--- src/inc/bscan_pkg.sv ---
// Shared constants and types for the boundary test instruction logic.
package bscan_pkg;
  // ------------------------------------------------------------------
  // Boundary cell chain layout
  // ------------------------------------------------------------------
  localparam int BSR_LEN = 18;
  localparam int DATA_W = 8;
  localparam int DIR_BIT = 17;
  localparam int OE_BIT = 16;
  localparam int IN_LSB = 8;
  localparam int OUT_LSB = 0;
  localparam int PIN_W = 2 * DATA_W + 2;
  localparam int SIG16_W = 16;
  localparam int SIG8_W = 8;

  // ------------------------------------------------------------------
  // Operation select register and bypass register
  // ------------------------------------------------------------------
  localparam int SEL_W = 2;
  localparam logic [SEL_W-1:0] SEL_RESET = 2'h2;
  localparam logic [SEL_W-1:0] OP_TOGGLE = 2'h0;
  localparam logic [SEL_W-1:0] OP_GEN16 = 2'h1;
  localparam logic [SEL_W-1:0] OP_SIG16 = 2'h2;
  localparam logic [SEL_W-1:0] OP_MIX8 = 2'h3;
  localparam logic BYPASS_CAPTURE = 1'b0;

  // ------------------------------------------------------------------
  // Instruction codes with the top bit dropped
  // ------------------------------------------------------------------
  localparam int INSTR_W = 8;
  localparam int OPC_W = 7;
  localparam logic [OPC_W-1:0] OPC_EXTEST = 7'h00;
  localparam logic [OPC_W-1:0] OPC_BYPASS = 7'h01;
  localparam logic [OPC_W-1:0] OPC_SAMPLE = 7'h02;
  localparam logic [OPC_W-1:0] OPC_INTEST = 7'h03;
  localparam logic [OPC_W-1:0] OPC_HIGHZ = 7'h06;
  localparam logic [OPC_W-1:0] OPC_CLAMP = 7'h07;
  localparam logic [OPC_W-1:0] OPC_RUN_BOUNDARY_TEST = 7'h09;
  localparam logic [OPC_W-1:0] OPC_READN = 7'h0a;
  localparam logic [OPC_W-1:0] OPC_READT = 7'h0b;
  localparam logic [OPC_W-1:0] OPC_SELFTEST = 7'h0c;
  localparam logic [OPC_W-1:0] OPC_TOGGLE = 7'h0d;
  localparam logic [OPC_W-1:0] OPC_SELN = 7'h0e;
  localparam logic [OPC_W-1:0] OPC_SELT = 7'h0f;

  // ------------------------------------------------------------------
  // Feedback polynomials, Galois form, both maximal length
  // ------------------------------------------------------------------
  localparam logic [SIG16_W-1:0] POLY16 = 16'h002d;
  localparam logic [SIG8_W-1:0] POLY8 = 8'h1d;

  // ------------------------------------------------------------------
  // Types
  // ------------------------------------------------------------------
  typedef enum logic [1:0] {DR_BYPASS, DR_BOUNDARY, DR_SELECT} dr_sel_e;
  typedef enum logic [1:0] {MODE_NORMAL, MODE_TEST, MODE_HIGHZ} mode_e;
  typedef enum logic [1:0] {CAP_PINS, CAP_HOLD, CAP_INVERT} capture_e;

  typedef struct packed {
    dr_sel_e dr;
    mode_e mode;
    capture_e cap;
    logic run_op;
    logic toggle_only;
  } decode_s;

  // TAP state levels plus one-cycle test clock edge enables.
  typedef struct packed {
    logic tck_rise;
    logic tck_fall;
    logic tlr;
    logic capture_dr;
    logic shift_dr;
    logic update_dr;
    logic run_idle;
  } tap_s;
endpackage : bscan_pkg

--- src/rtl/boundary_test_exec.sv ---
// Boundary test instruction execution for an octal bus transceiver.
`timescale 1ns/1ps

// How it works
// - Boundary scan: cells drive core and pins.
// - Bypass: one bit, captures zero, normal mode.
// - Sample: chain captures pins, normal mode.
// - High-Z: bypass, outputs floated, core works.
// - Clamp: bypass, cells drive core and pins.
// - Run test: bypass, test mode, run operation.
// - Boundary read: chain held at capture.
// - Self test: cells capture own complement.
// - Toggle: output stages invert, latch on fall.
// - Toggle: input cells held, drive core.
// - Select scan: register kept at capture.
// - Select codes: toggle, gen16, sig16, mixed8.
// - Control cells excluded, still steer drive.
// - Sample/toggle: inputs captured then latched.
// - Sample/toggle: outputs invert, latched on fall.
// - Gen16: sixteen-bit pattern, latched on fall.
// - Controller seeds chain; zero seed stalls.
// - Sig16: fold inputs, hold output latches.
// - Mixed: 8-bit signature and 8-bit pattern.
// - Unknown instruction codes act as bypass.
// - Select register resets to signature mode.
// - Instruction top bit is ignored.
module boundary_test_exec (
  input wire logic clk_i,
  input wire logic resetn_i,
  input wire bscan_pkg::tap_s tap_i,
  input wire logic [bscan_pkg::INSTR_W-1:0] instr_i,
  input wire logic tdi_i,
  output logic tdo_o,
  input wire logic dir_i,
  input wire logic oe_n_i,
  input wire logic [bscan_pkg::DATA_W-1:0] a_i,
  output logic [bscan_pkg::DATA_W-1:0] a_o,
  output logic a_oe_o,
  input wire logic [bscan_pkg::DATA_W-1:0] b_i,
  output logic [bscan_pkg::DATA_W-1:0] b_o,
  output logic b_oe_o,
  output logic test_mode_o
);
  // ------------------------------------------------------------------
  // Local shorthands
  // ------------------------------------------------------------------
  localparam int N = bscan_pkg::BSR_LEN;
  localparam int DW = bscan_pkg::DATA_W;
  localparam int IL = bscan_pkg::IN_LSB;
  localparam int OL = bscan_pkg::OUT_LSB;
  localparam int S16 = bscan_pkg::SIG16_W;
  localparam int SW = bscan_pkg::SEL_W;

  // ------------------------------------------------------------------
  // Declarations
  // ------------------------------------------------------------------
  logic [bscan_pkg::PIN_W-1:0] pin_meta_ff;
  logic [bscan_pkg::PIN_W-1:0] pin_sync_ff;
  logic dir_pin;
  logic oe_n_pin;
  logic [DW-1:0] a_pin;
  logic [DW-1:0] b_pin;
  bscan_pkg::decode_s dec;
  logic [N-1:0] chain_ff;
  logic [N-1:0] nxt_chain;
  logic [N-1:0] shadow_ff;
  logic [N-1:0] nxt_shadow;
  logic bypass_ff;
  logic [SW-1:0] sel_ff;
  logic tdo_ff;
  logic [DW-1:0] chain_in;
  logic [DW-1:0] chain_out;
  logic [DW-1:0] shadow_in;
  logic [DW-1:0] shadow_out;
  logic is_test;
  logic is_highz;
  logic eff_dir;
  logic eff_oe_n;
  logic [DW-1:0] in_term;
  logic [DW-1:0] core_in;
  logic [DW-1:0] core_out;
  logic [DW-1:0] out_term;
  logic drive;
  logic [S16-1:0] gen16_next;
  logic [S16-1:0] sig16_next;
  logic [DW-1:0] sig8_next;
  logic [DW-1:0] gen8_next;
  logic run_now;
  logic toggle_now;
  logic [DW-1:0] a_o_ff;
  logic [DW-1:0] b_o_ff;
  logic a_oe_ff;
  logic b_oe_ff;

  // ------------------------------------------------------------------
  // Pin synchronisers
  // ------------------------------------------------------------------
  // Terminals come from outside the clock domain, so two flops each.
  always_ff @(posedge clk_i) begin
    if (!resetn_i) begin
      pin_meta_ff <= '0;
      pin_sync_ff <= '0;
    end else begin
      pin_meta_ff <= {dir_i, oe_n_i, a_i, b_i};
      pin_sync_ff <= pin_meta_ff;
    end
  end

  // Only the second stage is looked at.
  assign dir_pin = pin_sync_ff[2*DW+1];
  assign oe_n_pin = pin_sync_ff[2*DW];
  assign a_pin = pin_sync_ff[DW +: DW];
  assign b_pin = pin_sync_ff[0 +: DW];

  // ------------------------------------------------------------------
  // Instruction decode
  // ------------------------------------------------------------------
  instr_decode u_decode (
    .instr_i(instr_i),
    .dec_o(dec)
  );

  // ------------------------------------------------------------------
  // Cell views
  // ------------------------------------------------------------------
  // Slices of the data cells; control cells 17 and 16 stand apart.
  assign chain_in = chain_ff[IL +: DW];
  assign chain_out = chain_ff[OL +: DW];
  assign shadow_in = shadow_ff[IL +: DW];
  assign shadow_out = shadow_ff[OL +: DW];

  // ------------------------------------------------------------------
  // Mode control and transceiver path
  // ------------------------------------------------------------------
  // Test mode hands direction and enable to the control cells.
  assign is_test = (dec.mode == bscan_pkg::MODE_TEST);
  assign is_highz = (dec.mode == bscan_pkg::MODE_HIGHZ);
  assign eff_dir = is_test ? shadow_ff[bscan_pkg::DIR_BIT] : dir_pin;
  assign eff_oe_n = is_test ? shadow_ff[bscan_pkg::OE_BIT] : oe_n_pin;

  // Direction high means A is the input side and B is driven.
  assign in_term = eff_dir ? a_pin : b_pin;

  // In test mode the core sees the input latches, not the pins.
  assign core_in = is_test ? shadow_in : in_term;
  assign core_out = core_in;

  // Output latches replace the core result at the pins in test mode.
  assign out_term = is_test ? shadow_out : core_out;

  // High-Z keeps the core running but floats every output terminal.
  assign drive = !is_highz && !eff_oe_n;

  // ------------------------------------------------------------------
  // Feedback networks
  // ------------------------------------------------------------------
  // Sixteen-bit pattern generator over the data cells.
  lfsr_step #(
    .W(S16),
    .POLY(bscan_pkg::POLY16)
  ) u_gen16 (
    .state_i(chain_ff[S16-1:0]),
    .data_i('0),
    .next_o(gen16_next)
  );

  // Sixteen-bit signature; inputs fold into the input cell half.
  lfsr_step #(
    .W(S16),
    .POLY(bscan_pkg::POLY16)
  ) u_sig16 (
    .state_i(chain_ff[S16-1:0]),
    .data_i({in_term, {DW{1'b0}}}),
    .next_o(sig16_next)
  );

  // Eight-bit signature kept in the input cells.
  lfsr_step #(
    .W(bscan_pkg::SIG8_W),
    .POLY(bscan_pkg::POLY8)
  ) u_sig8 (
    .state_i(chain_in),
    .data_i(in_term),
    .next_o(sig8_next)
  );

  // Eight-bit pattern generator kept in the output cells.
  lfsr_step #(
    .W(bscan_pkg::SIG8_W),
    .POLY(bscan_pkg::POLY8)
  ) u_gen8 (
    .state_i(chain_out),
    .data_i('0),
    .next_o(gen8_next)
  );

  // ------------------------------------------------------------------
  // Run-Test/Idle qualifiers
  // ------------------------------------------------------------------
  // Operations only step while the TAP idles in Run-Test/Idle.
  assign run_now = tap_i.run_idle && dec.run_op;
  assign toggle_now = tap_i.run_idle && dec.toggle_only;

  // ------------------------------------------------------------------
  // Boundary cell shift stages
  // ------------------------------------------------------------------
  // Shift stages move on the rising test clock edge only.
  always_comb begin
    nxt_chain = chain_ff;
    if (tap_i.tck_rise) begin
      if (tap_i.capture_dr && dec.dr == bscan_pkg::DR_BOUNDARY) begin
        unique case (dec.cap)
          bscan_pkg::CAP_PINS: begin
            nxt_chain = {dir_pin, oe_n_pin, in_term, core_out};
          end
          bscan_pkg::CAP_HOLD: begin
            nxt_chain = chain_ff;
          end
          bscan_pkg::CAP_INVERT: begin
            nxt_chain = ~chain_ff;
          end
          default: begin
            nxt_chain = chain_ff;
          end
        endcase
      end else if (tap_i.shift_dr && dec.dr == bscan_pkg::DR_BOUNDARY) begin
        nxt_chain = {tdi_i, chain_ff[N-1:1]};
      end else if (toggle_now) begin
        // Input stages are left alone; pins are not sampled.
        nxt_chain[OL +: DW] = ~chain_out;
      end else if (run_now) begin
        // Control cells 17 and 16 are never touched here.
        unique case (sel_ff)
          bscan_pkg::OP_TOGGLE: begin
            nxt_chain[IL +: DW] = in_term;
            nxt_chain[OL +: DW] = ~chain_out;
          end
          bscan_pkg::OP_GEN16: begin
            nxt_chain[S16-1:0] = gen16_next;
          end
          bscan_pkg::OP_SIG16: begin
            nxt_chain[S16-1:0] = sig16_next;
          end
          bscan_pkg::OP_MIX8: begin
            nxt_chain[IL +: DW] = sig8_next;
            nxt_chain[OL +: DW] = gen8_next;
          end
        endcase
      end
    end
  end

  // The chain keeps its seed across reset only as zero.
  always_ff @(posedge clk_i) begin
    if (!resetn_i) begin
      chain_ff <= '0;
    end else begin
      chain_ff <= nxt_chain;
    end
  end

  // ------------------------------------------------------------------
  // Shadow latches
  // ------------------------------------------------------------------
  // Shadows follow the shift stages on the falling test clock edge.
  always_comb begin
    nxt_shadow = shadow_ff;
    if (tap_i.tck_fall) begin
      if (tap_i.update_dr && dec.dr == bscan_pkg::DR_BOUNDARY) begin
        nxt_shadow = chain_ff;
      end else if (toggle_now) begin
        nxt_shadow[OL +: DW] = chain_out;
      end else if (run_now) begin
        unique case (sel_ff)
          bscan_pkg::OP_TOGGLE: begin
            nxt_shadow[IL +: DW] = chain_in;
            nxt_shadow[OL +: DW] = chain_out;
          end
          bscan_pkg::OP_GEN16: begin
            nxt_shadow[S16-1:0] = chain_ff[S16-1:0];
          end
          bscan_pkg::OP_SIG16: begin
            // Output latches stay put so the pins do not move.
            nxt_shadow[IL +: DW] = chain_in;
          end
          bscan_pkg::OP_MIX8: begin
            nxt_shadow[IL +: DW] = chain_in;
            nxt_shadow[OL +: DW] = chain_out;
          end
        endcase
      end
    end
  end

  // Shadow storage.
  always_ff @(posedge clk_i) begin
    if (!resetn_i) begin
      shadow_ff <= '0;
    end else begin
      shadow_ff <= nxt_shadow;
    end
  end

  // ------------------------------------------------------------------
  // Bypass register
  // ------------------------------------------------------------------
  // Bypass always loads zero at Capture-DR when it is selected.
  always_ff @(posedge clk_i) begin
    if (!resetn_i) begin
      bypass_ff <= bscan_pkg::BYPASS_CAPTURE;
    end else if (tap_i.tck_rise && dec.dr == bscan_pkg::DR_BYPASS) begin
      if (tap_i.capture_dr) begin
        bypass_ff <= bscan_pkg::BYPASS_CAPTURE;
      end else if (tap_i.shift_dr) begin
        bypass_ff <= tdi_i;
      end
    end
  end

  // ------------------------------------------------------------------
  // Operation select register
  // ------------------------------------------------------------------
  // Shifts straight into its stages; a scan under run test goes to the
  // bypass bit and leaves the operation alone; the controller loads it beforehand.
  always_ff @(posedge clk_i) begin
    if (!resetn_i || tap_i.tlr) begin
      sel_ff <= bscan_pkg::SEL_RESET;
    end else if (tap_i.tck_rise && tap_i.shift_dr &&
                 dec.dr == bscan_pkg::DR_SELECT) begin
      sel_ff <= {tdi_i, sel_ff[SW-1:1]};
    end
  end

  // ------------------------------------------------------------------
  // Serial output
  // ------------------------------------------------------------------
  // Serial data leaves on the falling edge during Shift-DR.
  always_ff @(posedge clk_i) begin
    if (!resetn_i) begin
      tdo_ff <= 1'b0;
    end else if (tap_i.tck_fall && tap_i.shift_dr) begin
      unique case (dec.dr)
        bscan_pkg::DR_BOUNDARY: tdo_ff <= chain_ff[0];
        bscan_pkg::DR_SELECT: tdo_ff <= sel_ff[0];
        bscan_pkg::DR_BYPASS: tdo_ff <= bypass_ff;
        default: tdo_ff <= bypass_ff;
      endcase
    end
  end

  assign tdo_o = tdo_ff;

  // ------------------------------------------------------------------
  // Terminal drivers
  // ------------------------------------------------------------------
  // Registered so the pins never glitch on decode changes.
  always_ff @(posedge clk_i) begin
    if (!resetn_i) begin
      a_o_ff <= '0;
      b_o_ff <= '0;
      a_oe_ff <= 1'b0;
      b_oe_ff <= 1'b0;
    end else begin
      a_o_ff <= out_term;
      b_o_ff <= out_term;
      a_oe_ff <= drive && !eff_dir;
      b_oe_ff <= drive && eff_dir;
    end
  end

  assign a_o = a_o_ff;
  assign b_o = b_o_ff;
  assign a_oe_o = a_oe_ff;
  assign b_oe_o = b_oe_ff;
  assign test_mode_o = is_test;
endmodule : boundary_test_exec

--- src/rtl/instr_decode.sv ---
// Instruction decoder: register selection, mode and capture kind.
`timescale 1ns/1ps

module instr_decode (
  input wire logic [bscan_pkg::INSTR_W-1:0] instr_i,
  output bscan_pkg::decode_s dec_o
);
  // The top bit is never looked at; unknown codes fall back to bypass.
  always_comb begin
    dec_o.dr = bscan_pkg::DR_BYPASS;
    dec_o.mode = bscan_pkg::MODE_NORMAL;
    dec_o.cap = bscan_pkg::CAP_HOLD;
    dec_o.run_op = 1'b0;
    dec_o.toggle_only = 1'b0;
    unique case (instr_i[bscan_pkg::OPC_W-1:0])
      bscan_pkg::OPC_EXTEST, bscan_pkg::OPC_INTEST: begin
        dec_o.dr = bscan_pkg::DR_BOUNDARY;
        dec_o.mode = bscan_pkg::MODE_TEST;
        dec_o.cap = bscan_pkg::CAP_PINS;
      end
      bscan_pkg::OPC_SAMPLE: begin
        dec_o.dr = bscan_pkg::DR_BOUNDARY;
        dec_o.cap = bscan_pkg::CAP_PINS;
      end
      bscan_pkg::OPC_HIGHZ: begin
        dec_o.mode = bscan_pkg::MODE_HIGHZ;
      end
      bscan_pkg::OPC_CLAMP: begin
        dec_o.mode = bscan_pkg::MODE_TEST;
      end
      bscan_pkg::OPC_RUN_BOUNDARY_TEST: begin
        dec_o.mode = bscan_pkg::MODE_TEST;
        dec_o.run_op = 1'b1;
      end
      bscan_pkg::OPC_READN: begin
        dec_o.dr = bscan_pkg::DR_BOUNDARY;
      end
      bscan_pkg::OPC_READT: begin
        dec_o.dr = bscan_pkg::DR_BOUNDARY;
        dec_o.mode = bscan_pkg::MODE_TEST;
      end
      bscan_pkg::OPC_SELFTEST: begin
        dec_o.dr = bscan_pkg::DR_BOUNDARY;
        dec_o.cap = bscan_pkg::CAP_INVERT;
      end
      bscan_pkg::OPC_TOGGLE: begin
        dec_o.mode = bscan_pkg::MODE_TEST;
        dec_o.toggle_only = 1'b1;
      end
      bscan_pkg::OPC_SELN: begin
        dec_o.dr = bscan_pkg::DR_SELECT;
      end
      bscan_pkg::OPC_SELT: begin
        dec_o.dr = bscan_pkg::DR_SELECT;
        dec_o.mode = bscan_pkg::MODE_TEST;
      end
      default: begin
        dec_o.dr = bscan_pkg::DR_BYPASS;
      end
    endcase
  end
endmodule : instr_decode

--- src/rtl/lfsr_step.sv ---
// One step of a Galois feedback register with parallel data folding.
`timescale 1ns/1ps

module lfsr_step #(
  parameter int W = bscan_pkg::SIG16_W,
  parameter logic [W-1:0] POLY = bscan_pkg::POLY16
) (
  input wire logic [W-1:0] state_i,
  input wire logic [W-1:0] data_i,
  output logic [W-1:0] next_o
);
  // Zero data makes a pattern generator; an all-zero seed stays zero.
  always_comb begin
    next_o = {state_i[W-2:0], 1'b0} ^ data_i;
    if (state_i[W-1]) begin
      next_o = next_o ^ POLY;
    end
  end
endmodule : lfsr_step
--- config.mk ---
export PLATFORM = sky130hd
export DESIGN_NAME = boundary_test_exec
export DESIGN_NICKNAME = d
export VERILOG_FILES = /design/src/inc/bscan_pkg.sv /design/src/rtl/boundary_test_exec.sv /design/src/rtl/instr_decode.sv /design/src/rtl/lfsr_step.sv
export SDC_FILE = /design/constraint.sdc
export NUM_CORES = 1
export LEC_CHECK = 0
export ABC_AREA = 1
export BUFFER_PORTS_ARGS = -buffer_cell sky130_fd_sc_hd__buf_2
export CAP_MARGIN = 20
export CORE_ASPECT_RATIO = 0.8
export CORE_UTILIZATION = 35
export DETAILED_ROUTE_END_ITERATION = 6
export PLACE_DENSITY = 0.54
export SYNTH_ARGS = -nofsm -noshare
export SYNTH_HDL_FRONTEND = slang
export SYNTH_SLANG_ARGS = --single-unit
--- constraint.sdc ---
create_clock -name clk_i -period 3.9 [get_ports clk_i]
set_input_delay 0 -clock clk_i [delete_from_list [all_inputs] [get_ports clk_i]]
set_output_delay 0 -clock clk_i [all_outputs]
set_load 0.01 [all_outputs]
# Word-level counts from Yosys, hierarchy flattened
# Index checks and enable logic that the tools add are counted.
[classes] n_eq_ne=22 n_reduce_logical=41 n_bitwise=8 n_mux=31
[ops] operator="2-to-1 mux 8 bit" n=9
[ops] operator="2-to-1 mux 16 bit" n=4
[ops] operator="case mux 16 bit (4 select lines)" n=1
[ops] operator="== test 7 x 4 -> 1 bit, second input constant" n=7
[ops] operator="case mux 18 bit (2 select lines)" n=1
[ops] operator="2-to-1 mux 18 bit" n=1
[ops] operator="inverter 18 bit" n=1
[ops] operator="inverter 4 bit" n=4
[ops] operator="bitwise XOR 16 bit" n=1
[ops] operator="== test 7 x 2 -> 1 bit, second input constant" n=2
[ops] operator="== test 7 x 3 -> 1 bit, second input constant" n=2
[ops] operator="logical AND 1 bit" n=12
[ops] operator="2-to-1 mux 6 bit" n=2
[ops] operator="case mux 2 bit (2 select lines)" n=3
[ops] operator="AND reduction 3 bit" n=4
[ops] operator="== test 2 bit, second input constant" n=5
[ops] operator="2-to-1 mux 5 bit" n=2
[ops] operator="nonzero test 3 bit" n=3
[ops] operator="inverter 8 bit" n=1
[ops] operator="bitwise XOR 8 bit" n=1
[ops] operator="zero test 7 bit" n=1
[ops] operator="OR reduction 7 bit" n=1
[ops] operator="== test 2 x 1 -> 1 bit, second input constant" n=3
[ops] operator="zero test 2 bit" n=3
[ops] operator="15 further kinds" n=28
[totals] reg_bits=86 wordCells=116 input_bits=36

# Depth between registers and ports, before layout
[depth] ltp_word=14 mapped_depth=18

# By module
# A second synthesis with hierarchy kept.
[unflattened] cells_unflattened=949 area_unflattened_um2=5551.6
[by_module_without_submodules] module="boundary_test_exec" instances=1 seq_area_each_um2=1721.7 cells_per_inst=758 area_per_inst_um2=4604.4
[by_module_without_submodules] module="lfsr_step (u_gen16 ...)" instances=2 seq_area_each_um2=0.0 cells_per_inst=41 area_per_inst_um2=226.5
[by_module_without_submodules] module="lfsr_step (u_gen8 ...)" instances=2 seq_area_each_um2=0.0 cells_per_inst=33 area_per_inst_um2=156.4
[by_module_without_submodules] module="instr_decode" instances=1 seq_area_each_um2=0.0 cells_per_inst=43 area_per_inst_um2=181.4

# Worst setup path after synthesis
# OpenSTA, ideal clock, no wires.
[synth_path] kind="input to register" from="in instr_i[5] in the netlist's numbering" to="reg chain_ff[10]" n_path_buf=1 slack_ns=1.789 arrival_time_ns=1.989 setup_ns=0.122 stages=16 path_cell_list="nor2_1 > nand2_1 > inv_2 > nand3_2 > buf_2 > o211ai_1 > ha_1 > nand2_1 > inv_2 > nand3_1 > nand2_1 > inv_2 > nand2_1 > inv_1 > o21ai_0 > a21oi_2"
[synth_between] elab_chain_cells=14 word_cells_on_any_way=45
[synth_rtl] item="from (decl)" line_no="boundary_test_exec.sv:31" rtl="input wire logic [bscan_pkg::INSTR_W-1:0] instr_i,"
[synth_rtl] item="== test 7 x 3 -> 1 bit (tied with other cells)" line_no="instr_decode.sv:15" rtl="unique case (instr_i[bscan_pkg::OPC_W-1:0])"
[synth_rtl] item="OR reduction 7 bit (no source line)"
[synth_rtl] item="case mux 2 bit (2 select lines)" line_no="instr_decode.sv:15"
[synth_rtl] item="== test 2 x 1 -> 1 bit" line_no="boundary_test_exec.sv:136" rtl="assign is_test = (dec.mode == bscan_pkg::MODE_TEST);"
[synth_rtl] item="2-to-1 mux 1 bit" line_no="boundary_test_exec.sv:138" rtl="assign eff_dir = is_test ? shadow_ff[bscan_pkg::DIR_BIT] : dir_pin;"
[synth_rtl] item="2-to-1 mux 8 bit" line_no="boundary_test_exec.sv:142" rtl="assign in_term = eff_dir ? a_pin : b_pin;"
[synth_rtl] item="bitwise XOR 8 bit" line_no="lfsr_step.sv:14" rtl="next_o = {state_i[W-2:0], 1'b0} ^ data_i;"
[synth_rtl] item="inverter 4 bit (no source line)"
[synth_rtl] item="2-to-1 mux 5 bit" line_no="lfsr_step.sv:15" rtl="if (state_i[W-1]) begin"
[synth_rtl] item="case mux 16 bit (4 select lines)" line_no="boundary_test_exec.sv:233" rtl="unique case (sel_ff)"
[synth_rtl] item="2-to-1 mux 16 bit" line_no="boundary_test_exec.sv:231" rtl="end else if (run_now) begin"
[synth_rtl] item="2-to-1 mux 8 bit" line_no="boundary_test_exec.sv:228" rtl="end else if (toggle_now) begin"
[synth_rtl] item="2-to-1 mux 16 bit" line_no="boundary_test_exec.sv:226" rtl="end else if (tap_i.shift_dr && dec.dr == bscan_pkg::DR_BOUNDARY) begin"
[synth_rtl] item="2-to-1 mux 18 bit" line_no="boundary_test_exec.sv:211" rtl="if (tap_i.capture_dr && dec.dr == bscan_pkg::DR_BOUNDARY) begin"
[synth_rtl] item="to (signal assigned)" line_no="boundary_test_exec.sv:258" rtl="chain_ff <= nxt_chain;"
[synth_rtl] item="to (decl)" line_no="boundary_test_exec.sv:64" rtl="logic [N-1:0] chain_ff;"
# Parallel ways exist; a longest one is shown, timed or not. The select of a mux whose other input is x is not followed.
# A chain may end at the register's enable or synchronous reset.

# Worst setup path after layout
[layout_path] from="in instr_i[5] in the netlist's numbering" to="reg chain_ff[5]"
[layout_between] elab_chain_cells=9 word_cells_on_any_way=39
[layout_rtl] item="== test 7 x 3 -> 1 bit (tied with other cells)" line_no="instr_decode.sv:15"
[layout_rtl] item="OR reduction 7 bit (no source line)"
[layout_rtl] item="case mux 2 bit (2 select lines)" line_no="instr_decode.sv:15"
[layout_rtl] item="== test 2 x 1 -> 1 bit" line_no="boundary_test_exec.sv:136"
[layout_rtl] item="2-to-1 mux 1 bit" line_no="boundary_test_exec.sv:138"
[layout_rtl] item="2-to-1 mux 8 bit" line_no="boundary_test_exec.sv:142"
[layout_rtl] item="2-to-1 mux 8 bit" line_no="boundary_test_exec.sv:145" rtl="assign core_in = is_test ? shadow_in : in_term;"
[layout_rtl] item="case mux 18 bit (2 select lines)" line_no="boundary_test_exec.sv:212" rtl="unique case (dec.cap)"
[layout_rtl] item="2-to-1 mux 18 bit" line_no="boundary_test_exec.sv:211"
# Parallel ways exist; a longest one is shown, timed or not.

==> reports/qor.yml <==
hold_path:
  hold_class: "in2reg"
detailed_routing:
  postRouteAntennaNets: 0
  num_vias: 4326
  drt-total-wl_um: 11800
  route.detailed.drc: 0
  drt_first_iter_violations: 270
  wire_per_inst_um: 13.5
  drt-pass1-iter-count: 6
  vias_per_cell: 4.97
timing:
  timing.fmax_mhz: 417
  period_needed_ns: 2.40
  rsz0062_at_grt: "no"
  hold_viol: 0
  relSlewSlack_pct: 54.2
  skew_ns: 0.00546
  setup_slack_ns: 1.50
  whs_ns: 0.0146
  worst_slew_pin_slew_ns: 0.686
  slew_violations: 0
  finalSetupViolations: 0
  setup_tns_ns: 0
  period_share_pct: 61.5
worst_setup_path:
  critPathCapture: "chain_ff[5]"
  critPathLaunch: "instr_i[5]"
  r2r_slack_ns: 1.88
  critical_path_arrival_ns: 2.63
  reg2reg_depth: 9
  worstSetupPathType: "in2reg"
  crit_path_max_fanout: 15
  start_kind: "input port"
  timing.rr.end: "chain_ff[6]"
  r2r-start: "sel_ff[1]"
  cp-end-kind: "flop"
  required_ns: 4.14
die:
  start_util_pct: 36.3
  die_x_um: 128
  core-area_um2: 12300
  rows: 36
  io_pins: 56
  die_height_um: 103
  die_area_um2: 13300
synthesis:
  synth_cells: 638
  synth_edf_count: 0
  synth_area_um2: 4480
  async_flop_share_pct: 0
  synth_cell_types: 39
  ys_seq_area_share_pct: 38.4
  syn_area_per_cell_um2: 7.02
  synth_nets: 677
  synth_seq_cells: 86
  synth-main-ff-cell: "dfxtp_1"
  yosysWarningCount: 0
clock_network:
  cts_max_path_buffers: 2
  clk_pin_slew_ns: 0.07
  cts_tree: "built"
  post_cts_buffers: 0
  cts_made_buffers: 9
  clock_sinks: 86
  cts.htree.levels: 3
  cts-root-buf: "clkbuf_16"
  worstSkewPairLatency_ns: 0.34
global_routing:
  grt_max_degree: 58
  antenna_found_initial: 0
  grt_usage_pct: 19.2
  grt_pass1_vias: 4044
  grt_pass1_wl_um: 19800
  overflow: 0
cells_and_area:
  final_nets: 734
  fill_cells: 1324
  final_cells: 871
  drive_gt1_share_pct: 16.3
  diodes: 0
  area_growth_pct: 18.8
place:
  place_ws_ns: 1.20
  place.gp.congestion: 0.871
  portBuffers: 54
  placed_cells: 830
  dp_hpwl_um: 8070
pwr:
  leakage_nw: 2.67
  powerDensity_nw_per_um2: 367
  power.total_mw: 1.95
  vdd_drop_max_mv: 0.240
run:
  maxCapViolCount: 0
outcome:
  status: "complete, no violations"
==> worst min-delay path by stage <==
stage | from | cells after the start | end | slack [ns]
CTS | resetn_i | 3 | pin_sync_ff[17] | 0.007
detailed placement | b_i[6] | 3 | pin_meta_ff[6] | 0.19
global route | resetn_i | 3 | pin_sync_ff[16] | 0.05
global placement | a_i[7] | 3 | pin_meta_ff[15] | 0.18
finish | resetn_i | 3 | pin_sync_ff[17] | 0.01
floorplan | b_i[0] | 2 | pin_meta_ff[0] | 0.1
==> power by group <==
group | internal [mW] | switching (mW)
clock | 0.447 | 0.392
combinational | 0.0777 | 0.113
sequential | 0.908 | 0.0139
==> per-stage QoR <==
stage	util, %	area [µm²]
6_report	43.1	5320
4_1_cts	43.1	5320
3_3_place_gp	38.7	4780
2_1_floorplan	-	4480
5_1_grt	43.1	5320
3_5_place_dp	38.7	4780
==> kinds of logic after synthesis <==
group                    after synthesis  share of synthesized area, %
flip-flops                            86                          38.4
AND/OR/NAND/NOR                      233                          24.7
adder cells (fa/ha/maj)                3                         0.838
XOR/XNOR                               6                          1.17
AO/OA/AOI/OAI                        170                          21.3
buffers and inverters                140                          13.5
==> flip-flops by register name, indices dropped and copies added (netlist names) <==
signal       cells
pin_sync_ff     18
tdo_o            1
b_oe_o           1
b_o              8
shadow_ff       18
a_oe_o           1
pin_meta_ff     18
sel_ff           2
bypass_ff        1
chain_ff        18
==> layout make-up <==
cell class                      instances  area, µm²  area share, %
Clock inverter                          7       65.1           1.22
Tap cell                              171        214           4.02
Inverter                              102        383           7.20
Clock buffer                            9        225           4.23
Sequential cell                        86       1720           32.4
Multi-Input combinational cell        412       2150           40.5
Timing Repair Buffer                   84        558           10.5
==> layout by cell type (no fill, tap or decap), drive strengths merged, types with 9 or more instances in the layout <==
cell type	Yosys	final
clkbuf	18	9
nand3	60	60
o211ai	11	11
dfxtp	86	86
nand2	135	135
buf	20	59
nor2	28	28
inv	102	106
o21ai	55	55
a21oi	95	95
dlygate4sd3	0	25
==> per-layer routing <==
layer / GRT usage (%) / vias to the layer above / wire, µm / part of all wire [%]
met5: 0 / - / 0 / 0
met4: 7.06 / 0 / 186 / 1.6
met3: 3.60 / 16 / 636 / 5.4
met2: 31.6 / 135 / 5190 / 44
met1: 25.2 / 1991 / 5740 / 49
li1: - / 2184 / - / -
==> Yosys cell counts (all sizes together) (4+ instances only) <==
cell type,n,share of area (%)
nand3b,6,1.8
inv,102,8.5
a21oi,95,11
buf,20,3.4
nand2,135,12
clkbuf,18,1.6
dfxtp,86,38
nor2,28,2.7
xor2,4,0.78
nand3,60,7.7
o21ai,55,6.5
o211ai,11,2.1
==> critical path, stage by stage <==
cell     delay [ns]
buf_2          0.09
nor2_1         0.09
nand2_1        0.10
inv_2          0.15
nand2_1        0.11
nor2_1         0.14
inv_1          0.08
ha_1           0.26
nand2_1        0.50
nand3_1        0.21
o21ai_2        0.35
inv_1          0.26
o21ai_0        0.25
a21oi_2        0.04
==> what timing repair did <==
action,4_1_cts,5_1_grt
hold buffers,25,0
hold endpoints to repair,22,0
gates resized for setup,0,0
Note: power is estimated with default switching activity, not from simulation.
